`src/logic/adc_ctrl_pkg.sv`:
```
// Purpose: Shared constants for the converter sequencer control block
// Assumes: APB with 32-bit data, one register per aligned word
// Notes:   Printed offsets are not all multiples of four, so they are indices
package adc_ctrl_pkg;
  // Register indices; byte address is four times the index
  localparam logic [3:0] IDX_DIGITAL_INPUT_DISABLE = 4'h1;
  localparam logic [3:0] IDX_RESULT_LOW            = 4'h4;
  localparam logic [3:0] IDX_RESULT_HIGH           = 4'h5;
  localparam logic [3:0] IDX_CONTROL_A             = 4'h6;
  localparam logic [3:0] IDX_CONTROL_B             = 4'h3;
  localparam logic [3:0] IDX_CHANNEL_SELECT        = 4'h7;
  localparam logic [3:0] IDX_SIDEBAND              = 4'h8;

  // Control A bit positions
  localparam int CA_ON      = 7;
  localparam int CA_START   = 6;
  localparam int CA_AUTO    = 5;
  localparam int CA_DONE    = 4;
  localparam int CA_IRQ_EN  = 3;
  // Control B bit positions
  localparam int CB_BIPOLAR = 7;
  localparam int CB_CMP_MUX = 6;
  localparam int CB_RES5    = 5;
  localparam int CB_LEFT    = 4;
  localparam int CB_RES3    = 3;

  localparam logic [7:0] RESET_BYTE = 8'h00;

  // Conversion lengths in converter clocks
  localparam logic [4:0] FIRST_CONV_CYCLES  = 5'd25;
  localparam logic [4:0] NORMAL_CONV_CYCLES = 5'd13;

  localparam logic [2:0] TRIG_FREE_RUN = 3'h0;

  typedef enum logic [1:0] {
    ST_OFF  = 2'b00,
    ST_IDLE = 2'b01,
    ST_CONV = 2'b11
  } seq_state_e;
endpackage

```
`src/logic/adc_conv_if.sv`:
```
// Purpose: Carrier between sequencer and prescaler
// Assumes: Single clock domain
// Notes:   tick is one system clock wide
`timescale 1ns/1ns
interface adc_conv_if;
  logic       run;
  logic [2:0] divider_select;
  logic       tick;
  modport ctrl (output run, output divider_select, input tick);
  modport div  (input run, input divider_select, output tick);
endinterface

```
`src/logic/adc_sequencer_control.sv`:
```
// Purpose: Start, timing, result and flag control of a 10-bit converter
// Assumes: APB slave, analog core presents its code at the last tick
// Notes:   All outputs are registered
//
// The implementer's own choice: register access over APB.
`timescale 1ns/1ns

module adc_sequencer_control (
  input  wire logic        pclk,
  input  wire logic        presetn,
  input  wire logic        psel,
  input  wire logic        penable,
  input  wire logic        pwrite,
  input  wire logic [31:0] paddr,
  input  wire logic [31:0] pwdata,
  output logic      [31:0] prdata,
  output logic             pready,
  output logic             pslverr,
  input  wire logic [9:0]  core_result,
  input  wire logic [7:1]  trigger_flags,
  input  wire logic        global_irq_enable,
  input  wire logic        irq_vector_taken,
  input  wire logic [7:0]  port_pins,
  output logic [7:0]       port_read,
  output logic [7:0]       input_buffer_enable,
  output logic             converter_power,
  output logic             core_sample,
  output logic             core_init,
  output logic             core_bipolar,
  output logic [5:0]       core_channel,
  output logic             conv_irq
);
  logic [7:0]  pin_input_disable;
  logic        converter_on_bit;
  logic        start_conversion_bit;
  logic        auto_trigger_enable;
  logic        conversion_done_flag;
  logic        conversion_irq_enable;
  logic [2:0]  clock_divider_select;
  logic        bipolar_select;
  logic        comparator_mux_enable;
  logic [1:0]  reserved_bits;
  logic        left_adjust_select;
  logic [2:0]  trigger_source_select;
  logic [5:0]  input_select_field;
  logic [9:0]  conversion_result;
  logic        result_locked;
  logic        first_pending;
  logic [4:0]  tick_count;
  logic [4:0]  conv_length;
  logic [7:0]  pin_sync1;
  logic [7:0]  pin_sync2;
  adc_ctrl_pkg::seq_state_e state;
  adc_ctrl_pkg::seq_state_e next_state;

  adc_conv_if cv ();

  // APB decode
  logic [3:0]  reg_index;
  logic        addr_ok;
  logic        access;
  logic        wr_en;
  logic        rd_en;
  logic        wr_a;
  logic        wr_b;
  logic        wr_did;
  logic        wr_chan;
  logic        rd_low;
  logic        rd_high;
  logic        trigger_pulse;
  logic        auto_start;
  logic        sw_start;
  logic        start_now;
  logic        last_tick;
  logic        finishing;
  logic        on_next;
  logic [9:0]  shown;
  logic [7:0]  low_byte;
  logic [7:0]  high_byte;
  logic [7:0]  ctrl_a_view;
  logic [7:0]  ctrl_b_view;
  logic [7:0]  read_byte;

  assign reg_index = paddr[5:2];
  assign addr_ok   = (paddr[31:6] == 26'h0) && (paddr[1:0] == 2'h0) &&
                     (reg_index == adc_ctrl_pkg::IDX_DIGITAL_INPUT_DISABLE ||
                      reg_index == adc_ctrl_pkg::IDX_RESULT_LOW ||
                      reg_index == adc_ctrl_pkg::IDX_RESULT_HIGH ||
                      reg_index == adc_ctrl_pkg::IDX_CONTROL_A ||
                      reg_index == adc_ctrl_pkg::IDX_CONTROL_B ||
                      reg_index == adc_ctrl_pkg::IDX_CHANNEL_SELECT ||
                      reg_index == adc_ctrl_pkg::IDX_SIDEBAND);
  // Zero wait states: the access phase completes in its first cycle
  assign access  = psel & penable;
  assign wr_en   = access & pwrite & addr_ok;
  assign rd_en   = access & ~pwrite & addr_ok;
  assign wr_a    = wr_en && reg_index == adc_ctrl_pkg::IDX_CONTROL_A;
  assign wr_b    = wr_en && reg_index == adc_ctrl_pkg::IDX_CONTROL_B;
  assign wr_did  = wr_en &&
                   reg_index == adc_ctrl_pkg::IDX_DIGITAL_INPUT_DISABLE;
  assign wr_chan = wr_en && reg_index == adc_ctrl_pkg::IDX_CHANNEL_SELECT;
  assign rd_low  = rd_en && reg_index == adc_ctrl_pkg::IDX_RESULT_LOW;
  assign rd_high = rd_en && reg_index == adc_ctrl_pkg::IDX_RESULT_HIGH;

  // Enable state as it stands after this cycle, so a start in the
  // enabling write is seen
  assign on_next = wr_a ? pwdata[adc_ctrl_pkg::CA_ON] : converter_on_bit;

  adc_trigger_select u_trigger (
    .pclk          (pclk),
    .presetn       (presetn),
    .source_select (trigger_source_select),
    .trigger_flags (trigger_flags),
    .trigger_pulse (trigger_pulse)
  );

  // Free running restarts off its own completion, not off the flag edge
  assign auto_start = auto_trigger_enable & (
      (trigger_source_select == adc_ctrl_pkg::TRIG_FREE_RUN) ? finishing
                                                             : trigger_pulse
      );
  // Writing zero to the start bit does nothing
  assign sw_start  = wr_a & pwdata[adc_ctrl_pkg::CA_START];
  assign start_now = on_next & (sw_start | auto_start) &
                     (state != adc_ctrl_pkg::ST_CONV || finishing);

  // Divider runs only while converting, so each conversion spans whole
  // converter clock periods from its start
  assign cv.run            = converter_on_bit &
                             (state == adc_ctrl_pkg::ST_CONV);
  assign cv.divider_select = clock_divider_select;

  adc_prescaler u_prescaler (
    .pclk    (pclk),
    .presetn (presetn),
    .cv      (cv)
  );

  assign conv_length = first_pending ? adc_ctrl_pkg::FIRST_CONV_CYCLES
                                     : adc_ctrl_pkg::NORMAL_CONV_CYCLES;
  assign last_tick = cv.tick && (tick_count == 5'(conv_length - 5'd1));
  assign finishing = (state == adc_ctrl_pkg::ST_CONV) && last_tick &&
                     converter_on_bit;

  always_comb begin
    next_state = state;
    case (state)
      adc_ctrl_pkg::ST_OFF:
        next_state = on_next ? (start_now ? adc_ctrl_pkg::ST_CONV
                                          : adc_ctrl_pkg::ST_IDLE)
                             : adc_ctrl_pkg::ST_OFF;
      adc_ctrl_pkg::ST_IDLE:
        next_state = !on_next ? adc_ctrl_pkg::ST_OFF
                   : start_now ? adc_ctrl_pkg::ST_CONV
                   : adc_ctrl_pkg::ST_IDLE;
      adc_ctrl_pkg::ST_CONV:
        next_state = !on_next ? adc_ctrl_pkg::ST_OFF
                   : (finishing && !start_now) ? adc_ctrl_pkg::ST_IDLE
                   : adc_ctrl_pkg::ST_CONV;
      default:
        next_state = adc_ctrl_pkg::ST_OFF;
    endcase
  end

  always_ff @(posedge pclk or negedge presetn) begin
    if (!presetn) begin
      state      <= adc_ctrl_pkg::ST_OFF;
      tick_count <= 5'd0;
    end else begin
      state <= next_state;
      if (start_now || next_state != adc_ctrl_pkg::ST_CONV) begin
        tick_count <= 5'd0;
      end else if (cv.tick) begin
        tick_count <= 5'(tick_count + 5'd1);
      end
    end
  end

  // Initialisation owed after every enable; consumed by the first finish
  always_ff @(posedge pclk or negedge presetn) begin
    if (!presetn) begin
      first_pending <= 1'b1;
    end else if (!converter_on_bit) begin
      first_pending <= 1'b1;
    end else if (finishing) begin
      first_pending <= 1'b0;
    end
  end

  assign start_conversion_bit = (state == adc_ctrl_pkg::ST_CONV);

  // Control registers
  always_ff @(posedge pclk or negedge presetn) begin
    if (!presetn) begin
      converter_on_bit      <= 1'b0;
      auto_trigger_enable   <= 1'b0;
      conversion_irq_enable <= 1'b0;
      clock_divider_select  <= 3'h0;
      bipolar_select        <= 1'b0;
      comparator_mux_enable <= 1'b0;
      reserved_bits         <= 2'h0;
      left_adjust_select    <= 1'b0;
      trigger_source_select <= 3'h0;
      pin_input_disable     <= adc_ctrl_pkg::RESET_BYTE;
    end else begin
      if (wr_a) begin
        converter_on_bit      <= pwdata[adc_ctrl_pkg::CA_ON];
        auto_trigger_enable   <= pwdata[adc_ctrl_pkg::CA_AUTO];
        conversion_irq_enable <= pwdata[adc_ctrl_pkg::CA_IRQ_EN];
        clock_divider_select  <= pwdata[2:0];
      end
      if (wr_b) begin
        bipolar_select        <= pwdata[adc_ctrl_pkg::CB_BIPOLAR];
        comparator_mux_enable <= pwdata[adc_ctrl_pkg::CB_CMP_MUX];
        reserved_bits <= {pwdata[adc_ctrl_pkg::CB_RES5],
                          pwdata[adc_ctrl_pkg::CB_RES3]};
        left_adjust_select    <= pwdata[adc_ctrl_pkg::CB_LEFT];
        trigger_source_select <= pwdata[2:0];
      end
      if (wr_did) begin
        pin_input_disable <= pwdata[7:0];
      end
    end
  end

  // Channel write is held back while converting
  logic [5:0] channel_pending;
  always_ff @(posedge pclk or negedge presetn) begin
    if (!presetn) begin
      input_select_field <= 6'h00;
      channel_pending    <= 6'h00;
    end else begin
      if (wr_chan) begin
        channel_pending <= pwdata[5:0];
      end
      if (state != adc_ctrl_pkg::ST_CONV || finishing) begin
        input_select_field <= wr_chan ? pwdata[5:0] : channel_pending;
      end
    end
  end

  // Result capture and the read lock; a capture during the lock is lost
  always_ff @(posedge pclk or negedge presetn) begin
    if (!presetn) begin
      conversion_result <= 10'h000;
      result_locked     <= 1'b0;
    end else begin
      if (finishing && !result_locked) begin
        conversion_result <= core_result;
      end
      if (rd_high) begin
        result_locked <= 1'b0;
      end else if (rd_low) begin
        result_locked <= 1'b1;
      end
    end
  end

  // Set wins over a software or vector clear
  always_ff @(posedge pclk or negedge presetn) begin
    if (!presetn) begin
      conversion_done_flag <= 1'b0;
    end else if (finishing) begin
      conversion_done_flag <= 1'b1;
    end else if (irq_vector_taken ||
                 (wr_a && pwdata[adc_ctrl_pkg::CA_DONE])) begin
      conversion_done_flag <= 1'b0;
    end
  end

  // Presentation follows the select bit combinationally
  assign shown     = conversion_result;
  assign high_byte = left_adjust_select ? shown[9:2]
                                        : {6'h00, shown[9:8]};
  assign low_byte  = left_adjust_select ? {shown[1:0], 6'h00}
                                        : shown[7:0];

  assign ctrl_a_view = {converter_on_bit, start_conversion_bit,
                        auto_trigger_enable, conversion_done_flag,
                        conversion_irq_enable, clock_divider_select};
  assign ctrl_b_view = {bipolar_select, comparator_mux_enable,
                        reserved_bits[1], left_adjust_select,
                        reserved_bits[0], trigger_source_select};

  always_comb begin
    read_byte = 8'h00;
    case (reg_index)
      adc_ctrl_pkg::IDX_DIGITAL_INPUT_DISABLE: read_byte = pin_input_disable;
      adc_ctrl_pkg::IDX_RESULT_LOW:      read_byte = low_byte;
      adc_ctrl_pkg::IDX_RESULT_HIGH:     read_byte = high_byte;
      adc_ctrl_pkg::IDX_CONTROL_A:       read_byte = ctrl_a_view;
      adc_ctrl_pkg::IDX_CONTROL_B:       read_byte = ctrl_b_view;
      adc_ctrl_pkg::IDX_CHANNEL_SELECT:  read_byte = {2'h0, channel_pending};
      adc_ctrl_pkg::IDX_SIDEBAND:        read_byte = port_read;
      default:                           read_byte = 8'h00;
    endcase
  end

  // APB answer registered; pready is loaded in the setup cycle so access
  // completes at its first edge
  always_ff @(posedge pclk or negedge presetn) begin
    if (!presetn) begin
      prdata  <= 32'h0000_0000;
      pready  <= 1'b0;
      pslverr <= 1'b0;
    end else begin
      pready  <= psel & ~penable;
      pslverr <= psel & ~penable & ~addr_ok;
      prdata  <= (psel & ~penable & ~pwrite & addr_ok) ? {24'h0, read_byte}
                                                       : 32'h0000_0000;
    end
  end

  // Pin input path: two-stage synchroniser then masking
  always_ff @(posedge pclk or negedge presetn) begin
    if (!presetn) begin
      pin_sync1 <= 8'h00;
      pin_sync2 <= 8'h00;
      port_read <= 8'h00;
    end else begin
      pin_sync1 <= port_pins;
      pin_sync2 <= pin_sync1;
      port_read <= pin_sync2 & ~pin_input_disable;
    end
  end

  // Core and pin-side outputs
  always_ff @(posedge pclk or negedge presetn) begin
    if (!presetn) begin
      input_buffer_enable <= 8'hFF;
      converter_power     <= 1'b0;
      core_sample         <= 1'b0;
      core_init           <= 1'b0;
      core_bipolar        <= 1'b0;
      core_channel        <= 6'h00;
      conv_irq            <= 1'b0;
    end else begin
      input_buffer_enable <= ~pin_input_disable;
      converter_power     <= on_next;
      core_sample         <= start_now;
      core_init           <= (state == adc_ctrl_pkg::ST_CONV) & first_pending;
      core_bipolar        <= bipolar_select;
      core_channel        <= input_select_field;
      conv_irq <= conversion_done_flag & conversion_irq_enable &
                  global_irq_enable & ~irq_vector_taken;
    end
  end
endmodule

```
`src/logic/adc_prescaler.sv`:
```
// Purpose: Converter clock enable from the system clock
// Assumes: Codes 0 and 1 both give division by two
// Notes:   Counter held at zero while no conversion runs
`timescale 1ns/1ns
module adc_prescaler (
  input  wire logic pclk,
  input  wire logic presetn,
  adc_conv_if.div   cv
);
  logic [6:0] count;
  logic [6:0] limit;
  logic [2:0] code;

  assign code  = (cv.divider_select == 3'h0) ? 3'h1 : cv.divider_select;
  assign limit = 7'((8'h01 << code) - 8'h01);

  always_ff @(posedge pclk or negedge presetn) begin
    if (!presetn) begin
      count   <= 7'h00;
      cv.tick <= 1'b0;
    end else if (!cv.run) begin
      count   <= 7'h00;
      cv.tick <= 1'b0;
    end else begin
      cv.tick <= (count >= limit);
      count   <= (count >= limit) ? 7'h00 : 7'(count + 7'h01);
    end
  end
endmodule

```
`src/logic/adc_trigger_select.sv`:
```
// Purpose: Selects the auto trigger source and finds its rising edge
// Assumes: Trigger flags come from the same clock domain
// Notes:   A source change is compared against the previously selected flag
`timescale 1ns/1ns
module adc_trigger_select (
  input  wire logic       pclk,
  input  wire logic       presetn,
  input  wire logic [2:0] source_select,
  input  wire logic [7:1] trigger_flags,
  output logic            trigger_pulse
);
  logic selected;
  logic selected_prev;

  // Code zero has no flag: free running never edges here
  assign selected = (source_select == adc_ctrl_pkg::TRIG_FREE_RUN) ? 1'b0
                    : trigger_flags[source_select];

  always_ff @(posedge pclk or negedge presetn) begin
    if (!presetn) begin
      selected_prev <= 1'b0;
    end else begin
      selected_prev <= selected;
    end
  end

  // Switching to a set flag from a clear one reads as an edge
  assign trigger_pulse = selected & ~selected_prev;
endmodule

```
`config.mk`:
```
export PLATFORM = sky130hd
export DESIGN_NAME = adc_sequencer_control
export DESIGN_NICKNAME = d
export VERILOG_FILES = /design/src/logic/adc_ctrl_pkg.sv /design/src/logic/adc_conv_if.sv /design/src/logic/adc_sequencer_control.sv /design/src/logic/adc_prescaler.sv /design/src/logic/adc_trigger_select.sv
export SDC_FILE = /design/constraint.sdc
export NUM_CORES = 1
export LEC_CHECK = 0
export BUFFER_PORTS_ARGS = -buffer_cell sky130_fd_sc_hd__buf_2
export CAP_MARGIN = 10
export CORE_ASPECT_RATIO = 0.6
export CORE_MARGIN = 4
export CORE_UTILIZATION = 35
export CTS_CLUSTER_SIZE = 12
export DETAILED_ROUTE_END_ITERATION = 8
export GPL_TIMING_DRIVEN = 0
export PLACE_DENSITY = 0.55
export SYNTH_ARGS = -nofsm -noshare
export SYNTH_HDL_FRONTEND = slang
export SYNTH_SLANG_ARGS = --single-unit
```
`constraint.sdc`:
```
create_clock -name pclk -period 3.8 [get_ports pclk]
set_input_delay 0.95 -clock pclk [delete_from_list [all_inputs] [get_ports pclk]]
set_output_delay 0.95 -clock pclk [all_outputs]
set_load 0.01 [all_outputs]
```
==> results of run 1 <==
==> through the flow <==
step	setup slack [ns]	instances	total power, mW	util (%)
final	0.668	749	3.06	47.3
after global routing	0.609	748	3.17	47.3
after CTS	0.614	746	3.09	47.2
after detailed placement	0.232	714	1.41	42.7
after global placement	0.235	713	1.40	42.5
after floorplan	0.988	414	1.32	-
==> cell usage in the layout, fill, tap and decap left out, drive strengths merged, types with 3 or more instances in the layout <==
cell type	synthesis	final
inv	15	18
nor2	11	11
conb	2	26
a31oi	9	9
nor2b	12	12
ha	11	11
a22oi	4	4
a222oi	10	10
clkbuf	2	23
a211oi	3	3
xnor2	4	4
buf	29	138
nand4	4	4
mux2i	4	4
dfrtp	106	106
bufinv	0	4
nor3b	5	5
dfstp	9	9
xor2	6	6
and3	9	9
o21ai	7	7
a21o	3	3
nand2	21	21
mux2	48	48
nor4	8	8
clkinvlp	0	3
nand3	13	13
a2111oi	7	7
==> registers in the layout (all words and copies together) (netlist names), 7 cells and up <==
signal / cells
conversion_result: 10
pin_sync1: 8
pin_sync2: 8
input_buffer_enable: 8
port_read: 8
u_prescaler.count: 7
pin_input_disable: 8
prdata: 8
==> power by group <==
group,internal (mW),total [mW],leakage (nW),switching (mW)
Combinational,0.0633,0.142,1.40,0.0789
Sequential,1.24,1.25,1.51,0.00501
Clock,1.10,1.67,0.291,0.571
Total,2.40,3.06,3.20,0.655
==> worst max-delay path by stage <==
stage	from	end	slack, ns	cells past startpoint
global placement	paddr[5]	pin_input_disable[4]$_DFFE_PN0P_	0.23	5
global route	paddr[3]	pin_input_disable[7]$_DFFE_PN0P_	0.61	6
detailed placement	paddr[5]	pin_input_disable[2]$_DFFE_PN0P_	0.23	5
floorplan	paddr[4]	tick_count[0]$_DFFE_PN0P_	0.99	8
CTS	paddr[5]	pin_input_disable[7]$_DFFE_PN0P_	0.61	5
finish	paddr[4]	prdata[5]$_DFF_PN0_	0.67	5
==> worst max-delay path, cell delays in order <==
cell,delay (ns)
buf_2,0.16
nor3b_1,1.04
nor3b_1,0.82
a222oi_1,0.17
a31oi_1,0.29
==> metal layers <==
| metal | up-vias | global-route usage [%] | share of wire, % |
|---|---|---|---|
| li1 | 1698 | - | - |
| met1 | 1765 | 22.6 | 47 |
| met2 | 142 | 23.7 | 44 |
| met3 | 13 | 6.09 | 8.9 |
| met4 | 0 | 4.48 | 0.81 |
| met5 | - | 0 | 0 |
==> cell families after synthesis <==
group                    share of synthesized area (%)
flip-flops                                        57.6
AND/OR/NAND/NOR                                   11.4
AO/OA/AOI/OAI                                     8.94
multiplexers                                      12.0
buffers and inverters                             5.39
adder cells (fa/ha/maj)                           2.75
XOR/XNOR                                          1.75
other                                            0.150
==> layout make-up <==
| type | count | share of cell area, % |
|---|---|---|
| clock buffers | 20 | 6.67 |
| diodes | 1 | 0.0382 |
| plain buffers | 31 | 3.27 |
| inverters | 15 | 0.861 |
| multi-input cells | 253 | 29.7 |
| repair buffers | 110 | 8.89 |
| well taps | 192 | 3.67 |
| clock inverters | 12 | 2.73 |
| flip-flops and latches | 115 | 44.2 |
==> results.yml, run 1 <==
status:
  status: "completed"
synth:
  synth_top_area_cell: "dfrtp_1"
  synth_cells: 390
  yosys_warnings: 0
  synth-edff-count: 0
  synth.area.top_cells: "dfrtp_1 53%, mux2_2 11%, dfstp_2 4.7%"
  synth-async-reset-ratio_pct: 100
  yosysTopAreaCellShare_pct: 52.9
  synthTopCellsByCount: "106 x dfrtp_1, 48 x mux2_2, 25 x buf_4"
  ys.flop_type: "dfrtp_1"
  seq_area_frac_synth_pct: 57.6
  ys_types: 54
  synth_area_mm2: 0.00501
  ys_seq_elements: 115
  synth_most_common_cell: "dfrtp_1"
  avgSynthCellArea_um2: 12.9
die:
  core_mm2: 0.0138
  io_pins: 157
  num_rows: 33
  die_w_um: 162
  start_util_pct: 36.2
  die_y_um: 101
  dieArea_mm2: 0.0164
final_layout:
  multi_input_area_mm2: 0.00194
  ff_latch_area_mm2: 0.00289
  syn_to_final_growth_pct: 30.5
  fin_nets: 650
  fin_area_mm2: 0.00654
  nFillCells: 1263
  drive_above_1_share_pct: 42.3
hold_path:
  hold_path_depth: 0
  hp-start: "pin_sync1[4]$_DFF_PN0_"
  hold_end: "pin_sync2[4]$_DFF_PN0_"
  hold_class: "register to register"
critical_path:
  crit_arrival_ns: 3.44
  rr_endpoint: "u_prescaler.count[5]$_DFF_PN0_"
  rr_worst_depth: 8
  timing.rr.start: "clock_divider_select[1]$_DFFE_PN0N_"
  endpoint_kind: "register"
  cp_max_fo: 8
  r2r_slack_ns: 1.03
  crit_type: "primary input to register"
  worstSetupStartpointType: "primary input"
  cp_data_required_time_ns: 4.10
sta:
  hold_violations: 0
  rsz0062_at_grt: "false"
  worst_pin_slew_ns: 1.29
  fin_crit_sh_pct: 82.4
  tns_ns: 0
  finClkSkew_ns: 0.00452
  period_needed_ns: 3.13
  fmax_ghz: 0.319
  maxSlewHeadroom_pct: 14.0
  setup_viol: 0
  finalMaxSlewViolations: 0
  whs_ns: 0.347
grt:
  globalRouteTotalUtil_pct: 16.2
  grt.overflow.total: 0
  grt_first_pass_wirelength_um: 20000
  antenna_found_initial: 0
  grt_max_degree: 89
  grt_pass1_vias: 3600
placed_design:
  gp_congestion: 0.820
  io_buffers: 107
  post-dp-hpwl_um: 9330
  placed_area_mm2: 0.00591
drt:
  ant_nets: 0
  wl_um: 12900
  dr_total_vias: 3618
  wl_per_cell_um: 17.2
  viasPerCell: 4.83
  drt-initial-drc-count: 302
  detail_route.first_pass.iterations: 5
  route.detailed.drc: 0
clocking:
  clkTransAtPathRegs_ns: 0.05
  clock_path_buffers: 2
  postCtsSetupBuffers: 0
  cts.sinks: 115
  clockRootBuffer: "clkbuf_16"
  clk_latency_ns: 0.41
  cts_tree: "done"
  htreeDepth: 4
  cts_buffers: 17
  cts_resized: 0
  cts_hold_buf: 0
run:
  cap_violations: 0
power:
  p_leak_nw: 3.20
  pwr_density_cell_mw_per_mm2: 467
  ir_worst_vdd_mv: 0.314
No activity file was read; power rests on OpenSTA's default activity.
==> run 2, diff against run 1 <==
ABC_AREA = 1   (was unset)
clock period = 3.3 ns   (was 3.8 ns; I/O delays follow)
==> results.yml, run 2 <==
die:
  die_w_um: 165
  start_util_pct: 35.8
  core_mm2: 0.0145
  num_rows: 34
  die_y_um: 102
  dieArea_mm2: 0.0169
  io_pins: 157
critical_path:
  cp_data_required_time_ns: 3.62
  crit_type: "register to register"
  crit_arrival_ns: 2.69
  endpoint_kind: "register"
  worstSetupStartpointType: "register"
  cp_max_fo: 7
sta:
  worst_pin_slew_ns: 0.607
  hold_violations: 0
  finClkSkew_ns: 0.00746
  period_needed_ns: 2.37
  fin_crit_sh_pct: 71.7
  finalMaxSlewViolations: 0
  maxSlewHeadroom_pct: 59.4
  fmax_ghz: 0.423
  setup_viol: 0
  rsz0062_at_grt: "false"
  tns_ns: 0
clocking:
  clk_latency_ns: 0.41
  clkTransAtPathRegs_ns: 0.06
  postCtsSetupBuffers: 0
  cts_resized: 0
  cts_buffers: 17
  clockRootBuffer: "clkbuf_16"
  clock_path_buffers: 2
  cts.sinks: 115
  cts_hold_buf: 0
  cts_tree: "done"
  htreeDepth: 4
grt:
  grt_pass1_vias: 3912
  grt_max_degree: 99
  globalRouteTotalUtil_pct: 16.9
  grt_first_pass_wirelength_um: 21100
  antenna_found_initial: 0
  grt.overflow.total: 0
synth:
  synth-edff-count: 0
  synth_cells: 556
  synth.area.top_cells: "dfrtp_1 51%, nand2_1 7.3%, inv_1 5.5%"
  synth-async-reset-ratio_pct: 100
  ys_types: 41
  synth_top_area_cell: "dfrtp_1"
  yosysTopAreaCellShare_pct: 51.0
  synthTopCellsByCount: "106 x dfrtp_1, 101 x nand2_1, 76 x inv_1"
  avgSynthCellArea_um2: 9.35
  synth_area_mm2: 0.00520
  synth_most_common_cell: "dfrtp_1"
  yosys_warnings: 0
  ys.flop_type: "dfrtp_1"
  ys_seq_elements: 115
  seq_area_frac_synth_pct: 55.6
hold_path:
  hold_class: "primary input to asynchronous set/reset pin"
drt:
  drt-initial-drc-count: 264
  route.detailed.drc: 0
  detail_route.first_pass.iterations: 5
  viasPerCell: 4.52
  wl_um: 13800
  ant_nets: 0
  dr_total_vias: 4150
  wl_per_cell_um: 15.0
placed_design:
  gp_congestion: 0.867
  io_buffers: 108
  post-dp-hpwl_um: 10700
final_layout:
  drive_above_1_share_pct: 29.7
  antenna-diode-count: 0
  fin_nets: 815
  largest-register: "conversion_result"
  mostFrequentLayoutCells: "111 x buf_2, 106 x dfrtp_1, 101 x nand2_1"
  post-route-util_pct: 46.2
  nFillCells: 1396
  layout_commonest_cell: "buf_2"
  syn_to_final_growth_pct: 29.0
  largest_reg_flops: 10
power:
  ir_worst_vdd_mv: 0.305
  p_leak_nw: 3.40
  pwr_density_cell_mw_per_mm2: 514
run:
  cap_violations: 0
status:
  status: "completed"
[run 2: changes by cell type in the layout (fill, tap and decap cells not counted), sizes merged, moves of 5 or more]
cell	delta
o21ai	+43
and3	-8
inv	+65
nor2	+51
nor4	-7
a31oi	-8
a222oi	-10
nor2b	-12
nand3	+12
nand2	+92
mux2	-42
a21oi	+19
nand4	+5
a2111oi	-7
[run 2: through the flow]
step                std cells  total power [mW]  area, um^2  hold WS (ns)  setup slack, ns
floorplan                 580              1.53        5290         0.331             1.28
global placement          886              1.63        6080         0.334           0.0255
detailed placement        887              1.64        6110         0.335            0.738
CTS                       919              3.48        6700         0.222            0.904
global route              919              3.58        6700         0.225            0.687
finish                    919              3.44        6700         0.233            0.934
[run 2: final timing paths]
kind	start	cells past startpoint	to	slack [ns]
max	clock_divider_select[2]$_DFFE_PN0N_	10	u_prescaler.count[4]$_DFF_PN0_	0.93
min	presetn	1	pin_sync1[0]$_DFF_PN0_	0.23
max reg2reg	clock_divider_select[2]$_DFFE_PN0N_	10	u_prescaler.count[4]$_DFF_PN0_	0.93
min reg2reg	pin_sync1[6]$_DFF_PN0_	0	pin_sync2[6]$_DFF_PN0_	0.35
max in group asynchronous	presetn	2	first_pending$_DFFE_PN1P_	2.32
min in group pclk	pin_sync1[6]$_DFF_PN0_	0	pin_sync2[6]$_DFF_PN0_	0.35
[run 2: cell type report]
| class | count | area (um^2) | area share, % |
|---|---|---|---|
| flip-flops and latches | 115 | 2890 | 43.1 |
| multi-input cells | 355 | 1870 | 28.0 |
| repair buffers | 109 | 574 | 8.57 |
| clock buffers | 19 | 443 | 6.61 |
| inverters | 79 | 297 | 4.42 |
| well taps | 198 | 248 | 3.70 |
| plain buffers | 31 | 228 | 3.40 |
| clock inverters | 13 | 151 | 2.26 |
[run 2: power breakdown]
| part | internal, mW | switching, mW | total [mW] |
|---|---|---|---|
| Combinational | 0.0719 | 0.108 | 0.180 |
| Sequential | 1.43 | 0.00709 | 1.43 |
| Clock | 1.14 | 0.686 | 1.83 |
| Total | 2.64 | 0.802 | 3.44 |
[run 2: critical path, stage by stage, from the launching register on]
cell and delay, ns:
dfrtp_1 0.42, inv_1 0.17, nand2_1 0.09, ha_1 0.20, xor2_1 0.16, ha_1 0.31, a21oi_1 0.12, o21ai_0 0.11
nand4_1 0.11, nand4_1 0.31, nor3b_1 0.28
[run 2: cells by family (layout without fill, tap and decap cells)]
group	after synthesis	in the layout	synth area share (%)
AO/OA/AOI/OAI	84	84	9.29
XOR/XNOR	9	9	1.52
adder cells (fa/ha/maj)	11	11	2.65
buffers and inverters	110	251	10.1
flip-flops	115	115	55.6
multiplexers	7	7	1.49
other	2	26	0.144
AND/OR/NAND/NOR	218	218	19.2
[run 2: layer usage]
| metal | share of wire (%) | track usage [%] |
|---|---|---|
| met5 | 0 | 0 |
| met2 | 38 | 22.1 |
| met3 | 9.2 | 5.68 |
| met4 | 0.75 | 3.93 |
| met1 | 52 | 26.5 |
==> run 3, diff against run 2 <==
PLACE_DENSITY = 0.57   (was 0.55)
clock period = 2.14 ns   (was 3.3 ns; I/O delays follow)
==> results.yml, run 3 (synthesis results as in run 2) <==
die:
  core_mm2: 0.0145
  start_util_pct: 35.8
  num_rows: 34
  io_pins: 157
  dieArea_mm2: 0.0169
  die_w_um: 165
  die_y_um: 102
power:
  ir_worst_vdd_mv: 0.403
  p_comb_share_pct: 5.2
  p_leak_nw: 3.43
  p_sw_mw: 1.24
  pwr_density_cell_mw_per_mm2: 799
  seqPwrFrac_pct: 40.7
  netSwitchingFraction_pct: 22.8
  finalPower_mw: 5.43
  intPower_mw: 4.19
  pwr-share-clk_pct: 54.1
clocking:
  cts_hold_buf: 0
  clkTransAtPathRegs_ns: 0.06
  clock_path_buffers: 2
  cts_buffers: 17
  clockRootBuffer: "clkbuf_16"
  htreeDepth: 4
  cts_tree: "done"
  cts.sinks: 115
  clk_latency_ns: 0.41
sta:
  fmax_ghz: 0.490
  fin_ws_ns: 0.0990
  setup_viol: 0
  finClkSkew_ns: 0.00837
  maxSlewHeadroom_pct: 54.5
  rsz0062_at_grt: "false"
  whs_ns: 0.158
  period_needed_ns: 2.04
  worst_pin_slew_ns: 0.682
  hold_violations: 0
  finalMaxSlewViolations: 0
  fin_crit_sh_pct: 95.4
critical_path:
  crit_type: "register to register"
  crit_arrival_ns: 2.37
  timing.rr.start: "clock_divider_select[2]$_DFFE_PN0N_"
  rr_endpoint: "u_prescaler.count[4]$_DFF_PN0_"
  worstSetupStartpointType: "register"
  cp_max_fo: 7
  rr_worst_depth: 11
  endpoint_kind: "register"
  cp_data_required_time_ns: 2.47
  r2r_slack_ns: 0.1
final_layout:
  syn_to_final_growth_pct: 30.8
  mostFrequentLayoutCells: "111 x buf_2, 105 x dfrtp_1, 101 x nand2_1"
  ff_latch_area_mm2: 0.00289
  largest_reg_flops: 10
  fin_nets: 821
  post-route-util_pct: 46.9
  antenna-diode-count: 0
  layout_commonest_cell: "buf_2"
  largest-register: "conversion_result"
  nFillCells: 1404
  multi_input_area_mm2: 0.00190
  drive_above_1_share_pct: 31.4
  fin_cells: 925
placed_design:
  gp_congestion: 0.859
  post-dp-hpwl_um: 11000
  dp_slack_ns: -0.133
  io_buffers: 108
  dp_cells: 887
grt:
  antenna_found_initial: 0
  grt.overflow.total: 0
  grt_first_pass_wirelength_um: 22200
  grt_max_degree: 66
  globalRouteTotalUtil_pct: 17.6
  grt_pass1_vias: 4205
drt:
  wl_per_cell_um: 15.6
  route.detailed.drc: 0
  ant_nets: 0
  wl_um: 14400
  detail_route.first_pass.iterations: 4
  drt-initial-drc-count: 204
  viasPerCell: 4.62
  dr_total_vias: 4275
run:
  cap_violations: 0
hold_path:
  hold_class: "primary input to asynchronous set/reset pin"
status:
  status: "completed"
-- run 3: critical path: stages (launching register included) --
cell and delay (ns):
dfrtp_1 0.40, inv_2 0.09, nand2_1 0.06, ha_2 0.18, xor2_1 0.16, ha_1 0.34, a21oi_2 0.18, o21ai_2 0.07
nand4_1 0.09, nand4_1 0.10, buf_6 0.15, nor3b_2 0.14
-- run 3: worst max path at each step --
stage / start / endpoint / slack [ns] / depth (start not counted)
6_report: clock_divider_select[2]$_DFFE_PN0N_ / u_prescaler.count[4]$_DFF_PN0_ / 0.1 / 11
5_1_grt: clock_divider_select[2]$_DFFE_PN0N_ / u_prescaler.count[4]$_DFF_PN0_ / 0.002 / 11
3_5_place_dp: clock_divider_select[2]$_DFFE_PN0N_ / u_prescaler.count[4]$_DFF_PN0_ / -0.13 / 10
2_1_floorplan: clock_divider_select[2]$_DFFE_PN0N_ / u_prescaler.count[4]$_DFF_PN0_ / 0.19 / 10
4_1_cts: clock_divider_select[2]$_DFFE_PN0N_ / u_prescaler.count[4]$_DFF_PN0_ / -0.01 / 11
3_3_place_gp: presetn / core_channel[2]$_DFF_PN0_ / -0.81 / 1
-- run 3: per-stage QoR --
step                cell area [um^2]  setup TNS, ns
global placement                6080         -88.70
detailed placement              6110          -2.46
CTS                             6730        -0.0127
floorplan                       5290              0
finish                          6800              0
global route                    6800              0
-- run 3: what timing repair did --
action,4_1_cts,5_1_grt
gates resized for setup,3,9
pin swaps,0,1
endpoints found under the setup margin,13,12
buffers inserted,1,5
-- run 3: layer usage --
layer,vias up,wire [um],GRT usage (%)
met2,175,5770,24.8
met4,0,250,6.46
met1,2027,7140,25.4
li1,2050,-,-
met5,-,0,0
met3,23,1270,5.52
-- run 3: power groups by stage --
| stage | clock network [mW] | logic, mW | registers, mW |
|---|---|---|---|
| global placement | 0 | 0.267 | 2.25 |
| floorplan | 0 | 0.113 | 2.25 |
| detailed placement | 0 | 0.280 | 2.25 |
| global route | 3.10 | 0.318 | 2.21 |
| finish | 2.94 | 0.281 | 2.21 |
| CTS | 2.99 | 0.281 | 2.21 |
-- run 3: cell type report --
| class | count | share of cell area [%] |
|---|---|---|
| plain buffers | 31 | 3.35 |
| clock buffers | 19 | 6.52 |
| clock inverters | 13 | 2.52 |
| inverters | 79 | 4.36 |
| multi-input cells | 355 | 28.0 |
| flip-flops and latches | 115 | 42.5 |
| well taps | 198 | 3.64 |
| repair buffers | 115 | 9.11 |
